$ cat src/hw/wwd_pkg.sv
// Shared constants, register map and types of the windowed watchdog
package wwd_pkg;

    localparam int ADDR_W = 4;
    localparam int DATA_W = 16;
    localparam int PRE_W = 7;
    localparam int POST_W = 16;
    localparam int INT_W = 3;

    // Register offsets
    localparam logic [ADDR_W-1:0] REG_RSTCTL = 4'h0;
    localparam logic [ADDR_W-1:0] REG_CONFIG = 4'h4;
    localparam logic [ADDR_W-1:0] REG_INTSTAT = 4'h8;
    localparam logic [ADDR_W-1:0] REG_INTMASK = 4'hc;

    // reset_control_reg fields
    localparam int RC_IDLE_BIT = 2;
    localparam int RC_SLEEP_BIT = 3;
    localparam int RC_TOFLAG_BIT = 4;
    localparam int RC_SWEN_BIT = 5;
    localparam logic [DATA_W-1:0] RC_WRITE_MASK = 16'h003c;
    localparam logic [DATA_W-1:0] RSTCTL_RESET = 16'h0000;

    // watchdog_config_word fields
    localparam int CFG_POST_LSB = 0;
    localparam int CFG_PRE_BIT = 4;
    localparam int CFG_WINDOW_MODE_DISABLE_BIT = 7;
    localparam int CFG_WINSEL_LSB = 8;
    localparam int CFG_EN_LSB = 10;
    localparam logic [DATA_W-1:0] CFG_WRITE_MASK = 16'h0f9f;
    localparam logic [DATA_W-1:0] CONFIG_RESET = 16'h089f;

    // watchdog_enable_config encodings
    localparam logic [1:0] EN_ALWAYS = 2'h3;
    localparam logic [1:0] EN_SOFT = 2'h2;

    // Interrupt status / mask bits
    localparam int INT_TIMEOUT = 0;
    localparam int INT_WAKE = 1;
    localparam int INT_WINFAULT = 2;
    localparam logic [INT_W-1:0] INT_RESET = 3'h0;

    // Prescaler terminal counts: divide by 32 or by 128
    localparam logic [PRE_W-1:0] PRE_LAST_32 = 7'h1f;
    localparam logic [PRE_W-1:0] PRE_LAST_128 = 7'h7f;

    typedef enum logic [1:0] {
        ST_RUN = 2'h0,
        ST_DOZE = 2'h1,
        ST_RESUME = 2'h3
    } wwd_state_t;

endpackage : wwd_pkg

$ cat src/hw/wwd_tb_if.sv
// Link between the watchdog control logic and its time base
interface wwd_tb_if;
    logic tick;
    logic run;
    logic clear;
    logic preSel;
    logic [3:0] postSel;
    logic [1:0] winSel;
    logic timeout;
    logic windowOpen;

    modport ctrl (output tick, run, clear, preSel, postSel, winSel, input timeout, windowOpen);
    modport tb (input tick, run, clear, preSel, postSel, winSel, output timeout, windowOpen);
endinterface : wwd_tb_if

$ cat src/hw/wwd_timebase.sv
// Prescaler, postscaler and window decode of the watchdog
module wwd_timebase (
    input wire logic clk,
    input wire logic rstn,
    wwd_tb_if.tb tb
);
    logic [wwd_pkg::PRE_W-1:0] preCnt;
    logic [wwd_pkg::POST_W-1:0] postCnt;
    logic [wwd_pkg::PRE_W-1:0] preLast;
    logic [wwd_pkg::POST_W-1:0] postPeriod;
    logic [wwd_pkg::POST_W-1:0] winThresh;
    logic preWrap;
    logic postWrap;

    assign preLast = tb.preSel ? wwd_pkg::PRE_LAST_128 : wwd_pkg::PRE_LAST_32;
    assign postPeriod = 16'h0001 << tb.postSel;
    assign winThresh = postPeriod - (postPeriod >> ({1'b0, tb.winSel} + 3'h1));
    assign preWrap = tb.tick && (preCnt == preLast);
    assign postWrap = preWrap && (postCnt == postPeriod - 16'h0001);

    always_ff @(posedge clk or negedge rstn) begin
        if (!rstn) begin
            preCnt <= '0;
        end else if (tb.clear || !tb.run) begin
            preCnt <= '0;
        end else if (tb.tick) begin
            preCnt <= preWrap ? '0 : preCnt + 7'h01;
        end
    end

    always_ff @(posedge clk or negedge rstn) begin
        if (!rstn) begin
            postCnt <= '0;
        end else if (tb.clear || !tb.run) begin
            postCnt <= '0;
        end else if (preWrap) begin
            postCnt <= postWrap ? '0 : postCnt + 16'h0001;
        end
    end

    always_ff @(posedge clk or negedge rstn) begin
        if (!rstn) begin
            tb.timeout <= 1'b0;
        end else begin
            tb.timeout <= tb.run && !tb.clear && postWrap;
        end
    end

    // A 1:1 postscaler leaves no room for a window, so it is always open
    assign tb.windowOpen = (tb.postSel == 4'h0) || (postCnt >= winThresh);

    AST_CLEAR_ZEROES: assert property (@(posedge clk) disable iff (!rstn)
        tb.clear |=> (preCnt == '0) && (postCnt == '0))
        else $error("Counters not cleared");

    AST_PRE_LIMIT: assert property (@(posedge clk) disable iff (!rstn)
        preCnt <= preLast || $changed(tb.preSel))
        else $error("Prescaler beyond its terminal count");

    AST_POST_LIMIT: assert property (@(posedge clk) disable iff (!rstn)
        (postCnt < postPeriod) || $changed(tb.postSel))
        else $error("Postscaler beyond its period");
endmodule : wwd_timebase

$ cat src/hw/wwd_watchdog.sv
// Windowed watchdog: enable logic, low-power handling, registers, interrupt
// How it works
// - Keeps counting in sleep and idle
// - Time-out in low power wakes the core
// - Enable config 11 forces watchdog on
// - Enable config 10 follows software enable
// - Every device reset clears software enable
// - Time-out flag set by hardware, cleared by firmware
// - Window-disable bit zero selects windowed mode
// - Low-power oscillator on while enabled
// - Prescaler divides by 32 or 128
// - Sixteen postscaler ratios 1:1 to 1:32768
// - Counters cleared on reset, switch, power transitions, clear
module wwd_watchdog (
    input wire logic clk,
    input wire logic rstn,
    input wire logic [wwd_pkg::ADDR_W-1:0] regAddr,
    input wire logic [wwd_pkg::DATA_W-1:0] regWdata,
    input wire logic regWrite,
    input wire logic regRead,
    output logic [wwd_pkg::DATA_W-1:0] regRdata,
    input wire logic lowPowerOsc,
    input wire logic powerSaveInstr,
    input wire logic powerSaveSleep,
    input wire logic clearInstr,
    input wire logic clockSwitchDone,
    input wire logic otherWake,
    output logic oscEnable,
    output logic wakeRequest,
    output logic deviceReset,
    output logic lowPower,
    output logic irq
);
    wwd_tb_if tbLink ();

    wwd_pkg::wwd_state_t state;
    wwd_pkg::wwd_state_t next_state;
    logic [wwd_pkg::DATA_W-1:0] config_word;
    logic [wwd_pkg::INT_W-1:0] intStatus;
    logic [wwd_pkg::INT_W-1:0] intMask;
    logic [wwd_pkg::INT_W-1:0] intEvent;
    logic swEnable;
    logic timeoutFlag;
    logic sleepFlag;
    logic idleFlag;
    logic oscMeta;
    logic oscSync;
    logic oscLast;
    logic [1:0] enableCfg;
    logic windowed;
    logic enabled;
    logic runClear;
    logic windowFault;
    logic runTimeout;
    logic dozeTimeout;
    logic issueReset;
    logic wrRstCtl;
    logic wrConfig;

    assign enableCfg = config_word[wwd_pkg::CFG_EN_LSB +: 2];
    assign windowed = !config_word[wwd_pkg::CFG_WINDOW_MODE_DISABLE_BIT];
    assign enabled = (enableCfg == wwd_pkg::EN_ALWAYS) ||
        ((enableCfg == wwd_pkg::EN_SOFT) && swEnable);
    assign wrRstCtl = regWrite && (regAddr == wwd_pkg::REG_RSTCTL);
    assign wrConfig = regWrite && (regAddr == wwd_pkg::REG_CONFIG);

    assign runClear = clearInstr && (state == wwd_pkg::ST_RUN);
    assign windowFault = runClear && enabled && windowed && !tbLink.windowOpen;
    assign runTimeout = tbLink.timeout && (state == wwd_pkg::ST_RUN);
    assign dozeTimeout = tbLink.timeout && (state == wwd_pkg::ST_DOZE);
    assign issueReset = runTimeout || windowFault;

    // Oscillator pin is synchronised before its edges are counted
    always_ff @(posedge clk or negedge rstn) begin
        if (!rstn) begin
            oscMeta <= 1'b0;
            oscSync <= 1'b0;
            oscLast <= 1'b0;
        end else begin
            oscMeta <= lowPowerOsc;
            oscSync <= oscMeta;
            oscLast <= oscSync;
        end
    end

    assign tbLink.tick = oscSync && !oscLast;
    assign tbLink.run = enabled;
    // A new configuration restarts the time base so no count exceeds its new limit
    assign tbLink.clear = runClear || powerSaveInstr || clockSwitchDone ||
        (state == wwd_pkg::ST_RESUME) || issueReset || dozeTimeout || wrConfig;
    assign tbLink.preSel = config_word[wwd_pkg::CFG_PRE_BIT];
    assign tbLink.postSel = config_word[wwd_pkg::CFG_POST_LSB +: 4];
    assign tbLink.winSel = config_word[wwd_pkg::CFG_WINSEL_LSB +: 2];

    wwd_timebase timebase (
        .clk(clk),
        .rstn(rstn),
        .tb(tbLink.tb)
    );

    // Low-power state tracking
    always_comb begin
        next_state = state;
        case (state)
            wwd_pkg::ST_RUN: begin
                if (powerSaveInstr && !issueReset) begin
                    next_state = wwd_pkg::ST_DOZE;
                end
            end
            wwd_pkg::ST_DOZE: begin
                if (dozeTimeout || otherWake) begin
                    next_state = wwd_pkg::ST_RESUME;
                end
            end
            wwd_pkg::ST_RESUME: begin
                next_state = wwd_pkg::ST_RUN;
            end
            default: begin
                next_state = wwd_pkg::ST_RUN;
            end
        endcase
    end

    always_ff @(posedge clk or negedge rstn) begin
        if (!rstn) begin
            state <= wwd_pkg::ST_RUN;
            lowPower <= 1'b0;
        end else begin
            state <= next_state;
            lowPower <= (next_state == wwd_pkg::ST_DOZE);
        end
    end

    always_ff @(posedge clk or negedge rstn) begin
        if (!rstn) begin
            wakeRequest <= 1'b0;
            deviceReset <= 1'b0;
            oscEnable <= 1'b0;
        end else begin
            wakeRequest <= dozeTimeout;
            deviceReset <= issueReset;
            oscEnable <= enabled;
        end
    end

    // Software enable: cleared by reset and by the reset this block issues
    always_ff @(posedge clk or negedge rstn) begin
        if (!rstn) begin
            swEnable <= 1'b0;
        end else if (issueReset) begin
            swEnable <= 1'b0;
        end else if (wrRstCtl) begin
            swEnable <= regWdata[wwd_pkg::RC_SWEN_BIT];
        end
    end

    // Hardware set wins over a software clear in the same cycle
    always_ff @(posedge clk or negedge rstn) begin
        if (!rstn) begin
            timeoutFlag <= 1'b0;
        end else if (tbLink.timeout || windowFault) begin
            timeoutFlag <= 1'b1;
        end else if (wrRstCtl) begin
            timeoutFlag <= regWdata[wwd_pkg::RC_TOFLAG_BIT];
        end
    end

    // Sleep and idle flags stay set after a wake until firmware clears them
    always_ff @(posedge clk or negedge rstn) begin
        if (!rstn) begin
            sleepFlag <= 1'b0;
            idleFlag <= 1'b0;
        end else if (powerSaveInstr && state == wwd_pkg::ST_RUN && !issueReset) begin
            sleepFlag <= powerSaveSleep || (wrRstCtl ? regWdata[wwd_pkg::RC_SLEEP_BIT] : sleepFlag);
            idleFlag <= !powerSaveSleep || (wrRstCtl ? regWdata[wwd_pkg::RC_IDLE_BIT] : idleFlag);
        end else if (wrRstCtl) begin
            sleepFlag <= regWdata[wwd_pkg::RC_SLEEP_BIT];
            idleFlag <= regWdata[wwd_pkg::RC_IDLE_BIT];
        end
    end

    always_ff @(posedge clk or negedge rstn) begin
        if (!rstn) begin
            config_word <= wwd_pkg::CONFIG_RESET;
        end else if (wrConfig) begin
            config_word <= regWdata & wwd_pkg::CFG_WRITE_MASK;
        end
    end

    // Interrupt status: write one to clear, a new event wins
    assign intEvent = {windowFault, dozeTimeout, runTimeout};

    always_ff @(posedge clk or negedge rstn) begin
        if (!rstn) begin
            intStatus <= wwd_pkg::INT_RESET;
        end else if (regWrite && regAddr == wwd_pkg::REG_INTSTAT) begin
            intStatus <= (intStatus & ~regWdata[wwd_pkg::INT_W-1:0]) | intEvent;
        end else begin
            intStatus <= intStatus | intEvent;
        end
    end

    always_ff @(posedge clk or negedge rstn) begin
        if (!rstn) begin
            intMask <= wwd_pkg::INT_RESET;
        end else if (regWrite && regAddr == wwd_pkg::REG_INTMASK) begin
            intMask <= regWdata[wwd_pkg::INT_W-1:0];
        end
    end

    always_ff @(posedge clk or negedge rstn) begin
        if (!rstn) begin
            irq <= 1'b0;
        end else begin
            irq <= |(intStatus & intMask);
        end
    end

    // Read data stands in the cycle after the read strobe only
    always_ff @(posedge clk or negedge rstn) begin
        if (!rstn) begin
            regRdata <= '0;
        end else if (regRead) begin
            case (regAddr)
                wwd_pkg::REG_RSTCTL: begin
                    regRdata <= wwd_pkg::RSTCTL_RESET | {10'h0, swEnable, timeoutFlag, sleepFlag, idleFlag, 2'h0};
                end
                wwd_pkg::REG_CONFIG: begin
                    regRdata <= config_word;
                end
                wwd_pkg::REG_INTSTAT: begin
                    regRdata <= {13'h0, intStatus};
                end
                wwd_pkg::REG_INTMASK: begin
                    regRdata <= {13'h0, intMask};
                end
                default: begin
                    regRdata <= '0;
                end
            endcase
        end else begin
            regRdata <= '0;
        end
    end

    AST_SLEEP_RUNS: assert property (@(posedge clk) disable iff (!rstn)
        (state == wwd_pkg::ST_DOZE && enabled && tbLink.tick && !tbLink.clear) |=> $changed(timebase.preCnt))
        else $error("Watchdog halted in low power");

    AST_WAKE_PULSE: assert property (@(posedge clk) disable iff (!rstn)
        dozeTimeout |=> wakeRequest && !deviceReset ##1 (state == wwd_pkg::ST_RUN) && !wakeRequest)
        else $error("Low-power time-out did not wake");

    AST_ALWAYS_ON: assert property (@(posedge clk) disable iff (!rstn)
        (enableCfg == wwd_pkg::EN_ALWAYS) ##1 (enableCfg == wwd_pkg::EN_ALWAYS) |-> oscEnable)
        else $error("Forced enable not honoured");

    AST_SOFT_OFF: assert property (@(posedge clk) disable iff (!rstn)
        (enableCfg == wwd_pkg::EN_SOFT && !swEnable) |-> !tbLink.run ##1 !tbLink.timeout)
        else $error("Watchdog ran with software enable clear");

    AST_RESET_CLEARS_SWEN: assert property (@(posedge clk) disable iff (!rstn)
        deviceReset |-> !swEnable)
        else $error("Software enable survived a watchdog reset");

    AST_FLAG_STICKY: assert property (@(posedge clk) disable iff (!rstn)
        timeoutFlag && !wrRstCtl |=> timeoutFlag)
        else $error("Time-out flag cleared by hardware");

    AST_EARLY_CLEAR: assert property (@(posedge clk) disable iff (!rstn)
        (runClear && enabled && !config_word[wwd_pkg::CFG_WINDOW_MODE_DISABLE_BIT] && !tbLink.windowOpen)
        |=> deviceReset && timeoutFlag)
        else $error("Early clear did not reset");

    AST_RUN_TIMEOUT: assert property (@(posedge clk) disable iff (!rstn)
        runTimeout |=> deviceReset && timeoutFlag && intStatus[wwd_pkg::INT_TIMEOUT])
        else $error("Running time-out did not reset");

    AST_PSAVE_CLEAR: assert property (@(posedge clk) disable iff (!rstn)
        $rose(state == wwd_pkg::ST_RESUME) |=> (timebase.preCnt == '0) && (timebase.postCnt == '0))
        else $error("Counters not cleared on wake");

    AST_WINDOW_CLEAR_OK: assert property (@(posedge clk) disable iff (!rstn)
        (runClear && tbLink.windowOpen && !tbLink.timeout) |=> !deviceReset)
        else $error("Clear inside the window caused a reset");

    AST_DOZE_FLAG: assert property (@(posedge clk) disable iff (!rstn)
        dozeTimeout |=> timeoutFlag && intStatus[wwd_pkg::INT_WAKE])
        else $error("Low-power time-out left no flag");

    AST_SLEEP_FLAG_SET: assert property (@(posedge clk) disable iff (!rstn)
        (powerSaveInstr && state == wwd_pkg::ST_RUN && !issueReset) |=> ($past(powerSaveSleep) ? sleepFlag : idleFlag))
        else $error("Sleep or idle flag not set");

    AST_OSC_FOLLOWS: assert property (@(posedge clk) disable iff (!rstn)
        oscEnable == $past(enabled))
        else $error("Oscillator enable does not follow watchdog enable");
endmodule : wwd_watchdog

$ cat config.mk
export PLATFORM = sky130hd
export DESIGN_NAME = wwd_watchdog
export DESIGN_NICKNAME = d
export VERILOG_FILES = /design/src/hw/wwd_pkg.sv /design/src/hw/wwd_tb_if.sv /design/src/hw/wwd_timebase.sv /design/src/hw/wwd_watchdog.sv
export SDC_FILE = /design/constraint.sdc
export NUM_CORES = 1
export LEC_CHECK = 0
export BUFFER_PORTS_ARGS = -buffer_cell sky130_fd_sc_hd__buf_4
export CAP_MARGIN = 5
export CELL_PAD_IN_SITES_DETAIL_PLACEMENT = 1
export CELL_PAD_IN_SITES_GLOBAL_PLACEMENT = 1
export CORE_MARGIN = 2
export CORE_UTILIZATION = 30
export CTS_BUF_LIST = sky130_fd_sc_hd__clkbuf_2 sky130_fd_sc_hd__clkbuf_4 sky130_fd_sc_hd__clkbuf_8
export CTS_CLUSTER_SIZE = 14
export DETAILED_ROUTE_END_ITERATION = 6
export GPL_TIMING_DRIVEN = 1
export PLACE_DENSITY_LB_ADDON = 0.1
export SETUP_SLACK_MARGIN = 0.02
export SYNTH_ARGS = -nofsm -noshare
export SYNTH_HDL_FRONTEND = slang
export SYNTH_SLANG_ARGS = --single-unit
$ cat constraint.sdc
create_clock -name clk -period 13.1 [get_ports clk]
set_clock_uncertainty 0.2 [all_clocks]
set_input_delay 1.31 -clock clk [delete_from_list [all_inputs] [get_ports clk]]
set_output_delay 1.31 -clock clk [all_outputs]
set_load 0.01 [all_outputs]
==> flow_summary.yaml, run 1 <==
placement:
  portBuffers: 40
  place_area_mm2: 0.005364
  dp_cells: 781
  dp_hpwl_um: 10790
  routabilityCongestion: 0.8131
  place_ws_ns: 7.337
setup_path:
  crit_type: "flop to flop"
  ff2ff_path_depth: 20
  crit_path_max_incr_delay_ns: 0.86
  critical_path_arrival_ns: 5.89
  path_cells: "nor2b_1 > nand2b_1 > nor3_1 > nor2_1 > nor2_1 > ha_1 > inv_1 > fa_1 > a21o_1 > a21oi_1 > o211ai_1 > a41oi_1 > o21ai_0 > xnor2_1 > ha_1 > nor2b_1 > o21ai_0 > nand4_1 > a21oi_1 > o21ai_0"
  worstSetupEndpoint: "lowPower"
  r2r-end: "lowPower"
  slowest_stage: "dfstp_2"
  cp_max_fo: 27
  cpMostUsedCell: "o21ai_0"
  required_ns: 13.10
  worstSetupEndpointType: "flop"
  startpoint_type: "flop"
  r2r_start: "config_word[1]"
  regToRegSetupSlack_ns: 7.21
  crit_start: "config_word[1]"
finish:
  antenna_cells: 0
  final_cells: 797
  n_fill_cell: 1901
  syn2layout_area_growth_pct: 14.09
  final_common_cell: "dfrtp_1"
  drive_above_1_share: 0.1687
  nets: 641
  mostFrequentLayoutCells: "58 x dfrtp_1, 54 x nor2_1, 40 x buf_4"
  fin_area_mm2: 0.005612
sta:
  maxSlewHeadroom: 0.3241
  drv_slew: 0
  rsz0062_at_grt: "no"
  fin_tns_setup_ns: 0
  fin_crit_sh: 0.4498
  setup_violations: 0
  report.final.hold_viol_count: 0
  layout_setup_ws_ns: 7.208
  fmax_mhz: 169.7
  worst_pin_slew_ns: 1.011
  fin_crit_ns: 5.892
global_routing:
  antenna_found_initial: 0
  grt_usage: 0.1725
  met3_usage: 0.03153
  grt_pass1_vias: 4418
  grt_busiest_layer: "met2"
  met2_usage: 0.2798
  overflow: 0
  grt_pass1_wl_um: 23930
  met1_usage: 0.2365
  grt_max_degree: 66
cts:
  clock_latency_ns: 0.36
  cts_buffer_depth: 2
  cts_tree: "yes"
  post_cts_resize_count: 0
  cts_root_buffer: "clkbuf_8"
  cts_hold_buf: 0
  cts.sinks: 65
  htree_levels: 3
  cts_setup_buffers: 0
  clk_pin_slew_ns: 0.07
  cts_made_buffers: 9
synthesis:
  yosys.area.top_type: "dfrtp_1"
  synthTopCellsByArea: "dfrtp_1 30%, ha_1 8.6%, mux2_2 4.1%"
  synthFlopType: "dfrtp_1"
  yosysWarnings: 0
  synth_edf_count: 0
  synth_area_per_cell_um2: 8.959
  yosysSeqAreaShare: 0.3325
  syn_inst: 549
  synth.distinct_cells: 68
  ys_ff_latch: 65
  syn_area_mm2: 0.004918
  async_reset_ff_frac: 1.000
  synth_top_cell_area_share: 0.2951
detailed_routing:
  dr.pass1.iters: 4
  vias_per_cell: 5.222
  wire_per_inst_um: 18.21
  drc: 0
  wl_um: 14520
  drt_iter0_drc: 101
  antenna_left: 0
  vias: 4162
job:
  drv_cap: 0
pwr:
  peakVddDrop_v: 0.00006922
  p_per_area_mw_per_mm2: 151.2
  leakagePower_nw: 2.418
min_path:
  hold_class: "flop to flop"
floorplanning:
  row_count: 46
  core_mm2: 0.01594
  die_y_um: 132.0
  dieArea_mm2: 0.01743
  initial_core_util: 0.3085
  die_x_um: 132.0
  boundaryPins: 51
run_status:
  outcome: "finished, final reports clean"
==> worst min path at each step <==
stage / from / to / slack [ns] / depth (start not counted)
6_report: oscMeta / oscSync / 0.15 / 0
5_1_grt: oscMeta / oscSync / 0.16 / 0
4_1_cts: oscMeta / oscSync / 0.16 / 0
3_5_place_dp: oscMeta / oscSync / 0.14 / 0
3_3_place_gp: oscMeta / oscSync / 0.13 / 0
2_1_floorplan: oscMeta / oscSync / 0.13 / 0
==> metal layers <==
layer  wire length (um)  share of wire
met5                  0              0
met4                191          0.013
met3                437          0.030
met2               6781           0.47
met1               7107           0.49
==> area by class of cell <==
| class | count | area, um2 | share of cell area |
|---|---|---|---|
| Tap cell | 216 | 270.3 | 0.04816 |
| Timing Repair Buffer | 40 | 300.3 | 0.05351 |
| Multi-Input combinational cell | 441 | 3087 | 0.5501 |
| Clock buffer | 11 | 145.1 | 0.02586 |
| Inverter | 19 | 71.32 | 0.01271 |
| Sequential cell | 65 | 1635 | 0.2914 |
| Clock inverter | 5 | 102.6 | 0.01828 |
==> state kept, by name, summed over array words and instances, names as in the netlist, 2 cells and up <==
name / cells
regRdata: 11
intMask: 3
timebase.preCnt: 7
config_word: 10
intStatus: 3
state: 2
timebase.postCnt: 16
==> metrics by stage <==
stage,utilization,power (mW),hold slack (ns)
finish,0.3520,0.8484,0.1523
global placement,0.3364,0.6282,0.1336
global route,0.3520,0.9122,0.1581
CTS,0.3520,0.8600,0.1553
detailed placement,0.3364,0.6360,0.1381
floorplan,-,0.5281,0.1312
==> cell usage after synthesis (5+ instances only) <==
| cell type | n |
|---|---|
| nor2b_1 | 12 |
| inv_1 | 19 |
| ha_1 | 34 |
| buf_2 | 7 |
| nand2_1 | 36 |
| nor4_1 | 6 |
| nor2_1 | 54 |
| buf_4 | 5 |
| or3_1 | 5 |
| o21a_1 | 9 |
| mux2_2 | 18 |
| clkbuf_1 | 14 |
| and3_1 | 8 |
| dfrtp_1 | 58 |
| xor2_1 | 21 |
| a21o_1 | 12 |
| and2_1 | 7 |
| o211ai_1 | 5 |
| o21ai_0 | 15 |
| mux2i_1 | 7 |
| dfstp_2 | 7 |
| nand2b_1 | 15 |
| nor3_1 | 31 |
| xnor2_1 | 14 |
| o31ai_1 | 5 |
| nand4_1 | 16 |
| or2_2 | 5 |
| nor4b_1 | 5 |
| a211oi_1 | 6 |
| nand3_1 | 14 |
| a21oi_1 | 19 |
==> critical path, delay by kind of cell, from the launching register on <==
family                   cells  cell delay [ns]
XOR/XNOR                     1             0.22
adder cells (fa/ha/maj)      3             0.87
buffers and inverters        1             0.05
flip-flops                   1             0.86
AND/OR/NAND/NOR              7             1.06
AO/OA/AOI/OAI                8             2.49
==> cells by family after synthesis <==
kind of cell               after synthesis  synth area share
AOI/OAI and AO/OA                      106            0.1547
adders and majority gates               35           0.09056
and+or+nand+nor                        234            0.2562
other                                    1         0.0007624
buffers and inverters                   47           0.04299
xor gates and xnor gates                35           0.06233
muxes                                   26           0.06003
DFF                                     65            0.3325
==> power breakdown <==
group	switching [mW]	total, mW	internal (mW)
clock	0.0830	0.216	0.133
combinational	0.202	0.361	0.159
sequential	0.0444	0.271	0.227
(Power assumes the default switching activity.)
==> run 2: changes to the inputs <==
- clock period: 13.1 -> 5.59 ns (I/O delays scaled with it)
==> flow_summary.yaml, run 2 (synthesis gave the netlist of run 1 again) <==
cts:
  post_cts_resize_count: 0
  cts_hold_buf: 0
  clk_pin_slew_ns: 0.08
  cts_tree: "yes"
  cts_buffer_depth: 2
  cts_root_buffer: "clkbuf_8"
  htree_levels: 3
  cts_made_buffers: 9
  cts_setup_buffers: 0
  clock_latency_ns: 0.35
  cts.sinks: 65
placement:
  portBuffers: 40
  dp_hpwl_um: 10940
  routabilityCongestion: 0.8623
  place_ws_ns: 0.5224
detailed_routing:
  dr.pass1.iters: 4
  wire_per_inst_um: 18.14
  vias_per_cell: 5.245
  antenna_left: 0
  drc: 0
  drt_iter0_drc: 150
  vias: 4212
  wl_um: 14560
floorplanning:
  initial_core_util: 0.3085
  boundaryPins: 51
  die_y_um: 132.0
  row_count: 46
  dieArea_mm2: 0.01743
  core_mm2: 0.01594
  die_x_um: 132.0
finish:
  final_common_cell: "dfrtp_1"
  top_regs: "timebase.postCnt: 16 flops, regRdata: 11 flops, config_word: 10 flops"
  regMostFlops: "timebase.postCnt"
  antenna_cells: 0
  largest_register_ffs: 16
  drive_above_1_share: 0.1772
  mostFrequentLayoutCells: "58 x dfrtp_1, 54 x nor2_1, 46 x buf_4"
  final_util: 0.3520
  syn2layout_area_growth_pct: 14.09
  nets: 647
setup_path:
  path_cells: "nor2b_1 > nand2b_1 > nor3_1 > nor2_1 > nor2_1 > ha_1 > inv_1 > fa_1 > a21o_1 > a21oi_1 > o211ai_1 > a41oi_1 > o21ai_0 > xnor2_1 > ha_1 > nor2b_1 > o21ai_0 > nand4_1 > a21oi_1 > buf_4 > o21ai_0"
  required_ns: 5.62
  crit_path_max_incr_delay_ns: 0.66
  critical_path_arrival_ns: 5.11
  regToRegSetupSlack_ns: 0.51
  worstSetupEndpoint: "lowPower"
  slowest_stage: "dfstp_2"
  cpMostUsedCell: "o21ai_0"
  worstSetupEndpointType: "flop"
  path_delay_family: "compound AO/OA/AOI/OAI gates"
  crit_type: "flop to flop"
  r2r_start: "config_word[1]"
  startpoint_type: "flop"
  crit_start: "config_word[1]"
  cp_max_fo: 12
  ff2ff_path_depth: 21
  critical_path_buf_inv_count: 2
  cp.depth: 21
  r2r-end: "lowPower"
global_routing:
  overflow: 0
  grt_pass1_vias: 4531
  grt_usage: 0.1748
  grt_pass1_wl_um: 24420
  grt_max_degree: 66
  antenna_found_initial: 0
sta:
  fin_tns_setup_ns: 0
  drv_slew: 0
  fin_crit_ns: 5.080
  worst_pin_slew_ns: 0.8529
  fin_crit_sh: 0.9088
  setup_violations: 0
  fmax_mhz: 196.8
  layout_setup_ws_ns: 0.5097
  maxSlewHeadroom: 0.4314
  rsz0062_at_grt: "no"
  report.final.hold_viol_count: 0
pwr:
  leakagePower_nw: 2.429
  p_per_area_mw_per_mm2: 340.5
  design_power_total_mw: 1.911
  peakVddDrop_v: 0.0002073
job:
  drv_cap: 0
run_status:
  outcome: "finished, final reports clean"
min_path:
  hold_class: "input port to async pin"
==> run 2: cell types whose count changed in the layout (fill, tap and decap cells not counted) <==
cell	before	now
buf_4	40	46
clkbuf_4	1	3
bufinv_16	3	1
==> run 2: worst min path at each step <==
stage	start	cells past startpoint	to	slack, ns
floorplan	rstn	0	config_word[10]	0.06
global placement	oscMeta	0	oscSync	0.14
global route	lowPowerOsc	1	oscMeta	0.08
CTS	lowPowerOsc	1	oscMeta	0.08
finish	rstn	1	timebase.preCnt[1]	0.11
detailed placement	oscMeta	0	oscSync	0.14
==> run 2: area by class of cell <==
type                       instances  area [um2]
fill                            1872       10330
sequential                        65        1635
timing repair buffer              46       345.3
multi-input combinational        441        3087
clock buffer                      13       160.2
inverter                          19       71.32
tap                              216       270.3
clock inverter                     3       42.54
==> run 2: per-layer routing <==
| metal | global-route usage | wire [um] |
|---|---|---|
| met4 | 0.04408 | 114 |
| met3 | 0.03422 | 504 |
| met2 | 0.2865 | 6843 |
| met1 | 0.2365 | 7101 |
| met5 | 0 | 0 |
==> run 2: metrics by stage <==
| stage | area (um2) | hold WS, ns | instances |
|---|---|---|---|
| CTS | 5612 | 0.08071 | 803 |
| floorplan | 4933 | 0.06341 | 553 |
| global route | 5612 | 0.07661 | 803 |
| detailed placement | 5409 | 0.1397 | 787 |
| finish | 5612 | 0.1079 | 803 |
| global placement | 5409 | 0.1367 | 787 |
==> run 2: power by group <==
group / total [mW] / leakage [nW] / internal, mW / switching, mW
clock: 0.423 / 0.104 / 0.233 / 0.190
combinational: 0.893 / 1.48 / 0.379 / 0.513
sequential: 0.595 / 0.845 / 0.531 / 0.0646
==> run 3: changes to the inputs <==
- PLACE_DENSITY: not set -> 0.53
- PLACE_DENSITY_LB_ADDON: 0.1 -> not set
==> flow_summary.yaml, run 3 (synthesis gave the netlist of run 1 again) <==
finish:
  regMostFlops: "timebase.postCnt"
  antenna_cells: 0
  n_fill_cell: 1844
  syn2layout_area_growth_pct: 13.81
  final_common_cell: "dfrtp_1"
  largest_register_ffs: 16
  nets: 647
  mostFrequentLayoutCells: "58 x dfrtp_1, 54 x nor2_1, 46 x buf_4"
  final_cells: 803
  drive_above_1_share: 0.1772
  top_regs: "timebase.postCnt: 16 flops, regRdata: 11 flops, config_word: 10 flops"
setup_path:
  cp_max_fo: 8
  path_cells: "nor2b_1 > nand2b_1 > nor3_1 > nor2_1 > nor2_1 > ha_1 > inv_1 > fa_1 > a21o_1 > a21oi_1 > o211ai_1 > a41oi_1 > o21ai_0 > xnor2_1 > ha_1 > nor2b_1 > o21ai_0 > nand4_1 > a21oi_1 > buf_4 > o21ai_0"
  critical_path_arrival_ns: 5.03
  ff2ff_path_depth: 21
  slowest_stage: "dfstp_2"
  r2r_start: "config_word[1]"
  worstSetupEndpoint: "lowPower"
  worstSetupEndpointType: "flop"
  critical_path_buf_inv_count: 2
  regToRegSetupSlack_ns: 0.59
  crit_start: "config_word[1]"
  r2r-end: "lowPower"
  startpoint_type: "flop"
  cpMostUsedCell: "o21ai_0"
  cp.depth: 21
  crit_path_max_incr_delay_ns: 0.58
  crit_type: "flop to flop"
  path_delay_family: "compound AO/OA/AOI/OAI gates"
  required_ns: 5.62
placement:
  routabilityCongestion: 0.8397
  portBuffers: 40
  dp_hpwl_um: 10860
  dp_cells: 787
sta:
  report.final.hold_viol_count: 0
  rsz0062_at_grt: "no"
  drv_slew: 0
  fin_crit_ns: 5.002
  fin_tns_setup_ns: 0
  setup_violations: 0
  worst_pin_slew_ns: 0.8597
  fmax_mhz: 199.9
  maxSlewHeadroom: 0.4268
  fin_crit_sh: 0.8949
cts:
  post_cts_resize_count: 0
  cts_hold_buf: 0
  clock_latency_ns: 0.36
  cts_root_buffer: "clkbuf_8"
  cts_tree: "yes"
  cts_buffer_depth: 2
  clk_pin_slew_ns: 0.07
  cts_made_buffers: 9
  cts_setup_buffers: 0
  cts.sinks: 65
  htree_levels: 3
run_status:
  outcome: "finished, final reports clean"
job:
  drv_cap: 0
pwr:
  peakVddDrop_v: 0.0001752
  leakagePower_nw: 2.418
  p_per_area_mw_per_mm2: 336.2
global_routing:
  grt_usage: 0.1687
  overflow: 0
  antenna_found_initial: 0
  grt_pass1_vias: 4320
  grt_max_degree: 66
  grt_pass1_wl_um: 23680
detailed_routing:
  wire_per_inst_um: 17.90
  antenna_left: 0
  vias_per_cell: 5.315
  vias: 4268
  dr.pass1.iters: 4
  drc: 0
  drt_iter0_drc: 145
  wl_um: 14380
floorplanning:
  die_x_um: 132.0
  dieArea_mm2: 0.01743
  initial_core_util: 0.3085
  core_mm2: 0.01594
  row_count: 46
  die_y_um: 132.0
  boundaryPins: 51
min_path:
  hold_class: "input port to async pin"
-- run 3: changes by cell type in the layout (fill, tap and decap cells not counted), sizes merged --
cell      delta
bufinv       -1
clkbuf       +1
clkinvlp     +1
clkinv       -1
-- run 3: worst min-delay path by stage --
stage	from	depth (start not counted)	slack, ns	end
after floorplan	rstn	0	0.06	config_word[10]
after global placement	oscMeta	0	0.13	oscSync
after detailed placement	oscMeta	0	0.14	oscSync
after CTS	lowPowerOsc	1	0.08	oscMeta
after global routing	lowPowerOsc	1	0.08	oscMeta
final	rstn	1	0.10	timebase.preCnt[0]
-- run 3: routing by layer --
layer	up-vias	wire (um)	track usage
li1	2059	-	-
met1	2136	7193	0.2350
met2	65	6743	0.2772
met3	8	348	0.02884
met4	0	91	0.03080
met5	-	0	0
-- run 3: through the flow --
| stage | setup WS, ns | hold slack [ns] | power, mW | util | cell area, um2 |
|---|---|---|---|---|---|
| finish | 0.5876 | 0.1042 | 1.882 | 0.3511 | 5598 |
| global route | 0.2352 | 0.08420 | 2.043 | 0.3511 | 5598 |
| CTS | 0.5800 | 0.07840 | 1.912 | 0.3511 | 5598 |
| detailed placement | 0.6260 | 0.1358 | 1.503 | 0.3393 | 5409 |
| global placement | 0.6936 | 0.1348 | 1.482 | 0.3393 | 5409 |
| floorplan | 0.6239 | 0.06341 | 1.238 | - | 4933 |
-- run 3: area by class of cell --
class	count	area [um2]	area share
clock buffers	14	173.9	0.03107
clock inverters	2	15.01	0.002682
inverters	19	71.32	0.01274
multi-input cells	441	3087	0.5514
flip-flops and latches	65	1635	0.2921
well taps	216	270.3	0.04828
repair buffers	46	345.3	0.06169
-- run 3: worst register-to-register path: cells and delay by family, from the launching register on --
family | cells | cell delay [ns]
xor+xnor | 1 | 0.24
flops | 1 | 0.58
buf+inv | 2 | 0.24
fa+ha+maj | 3 | 0.86
simple gates | 7 | 0.98
compound gates | 8 | 1.78
-- run 3: power breakdown --
| part | internal (mW) | total, mW | switching, mW |
|---|---|---|---|
| registers | 0.531 | 0.594 | 0.0639 |
| clock network | 0.201 | 0.394 | 0.193 |
| logic | 0.379 | 0.894 | 0.515 |
| total | 1.11 | 1.88 | 0.772 |
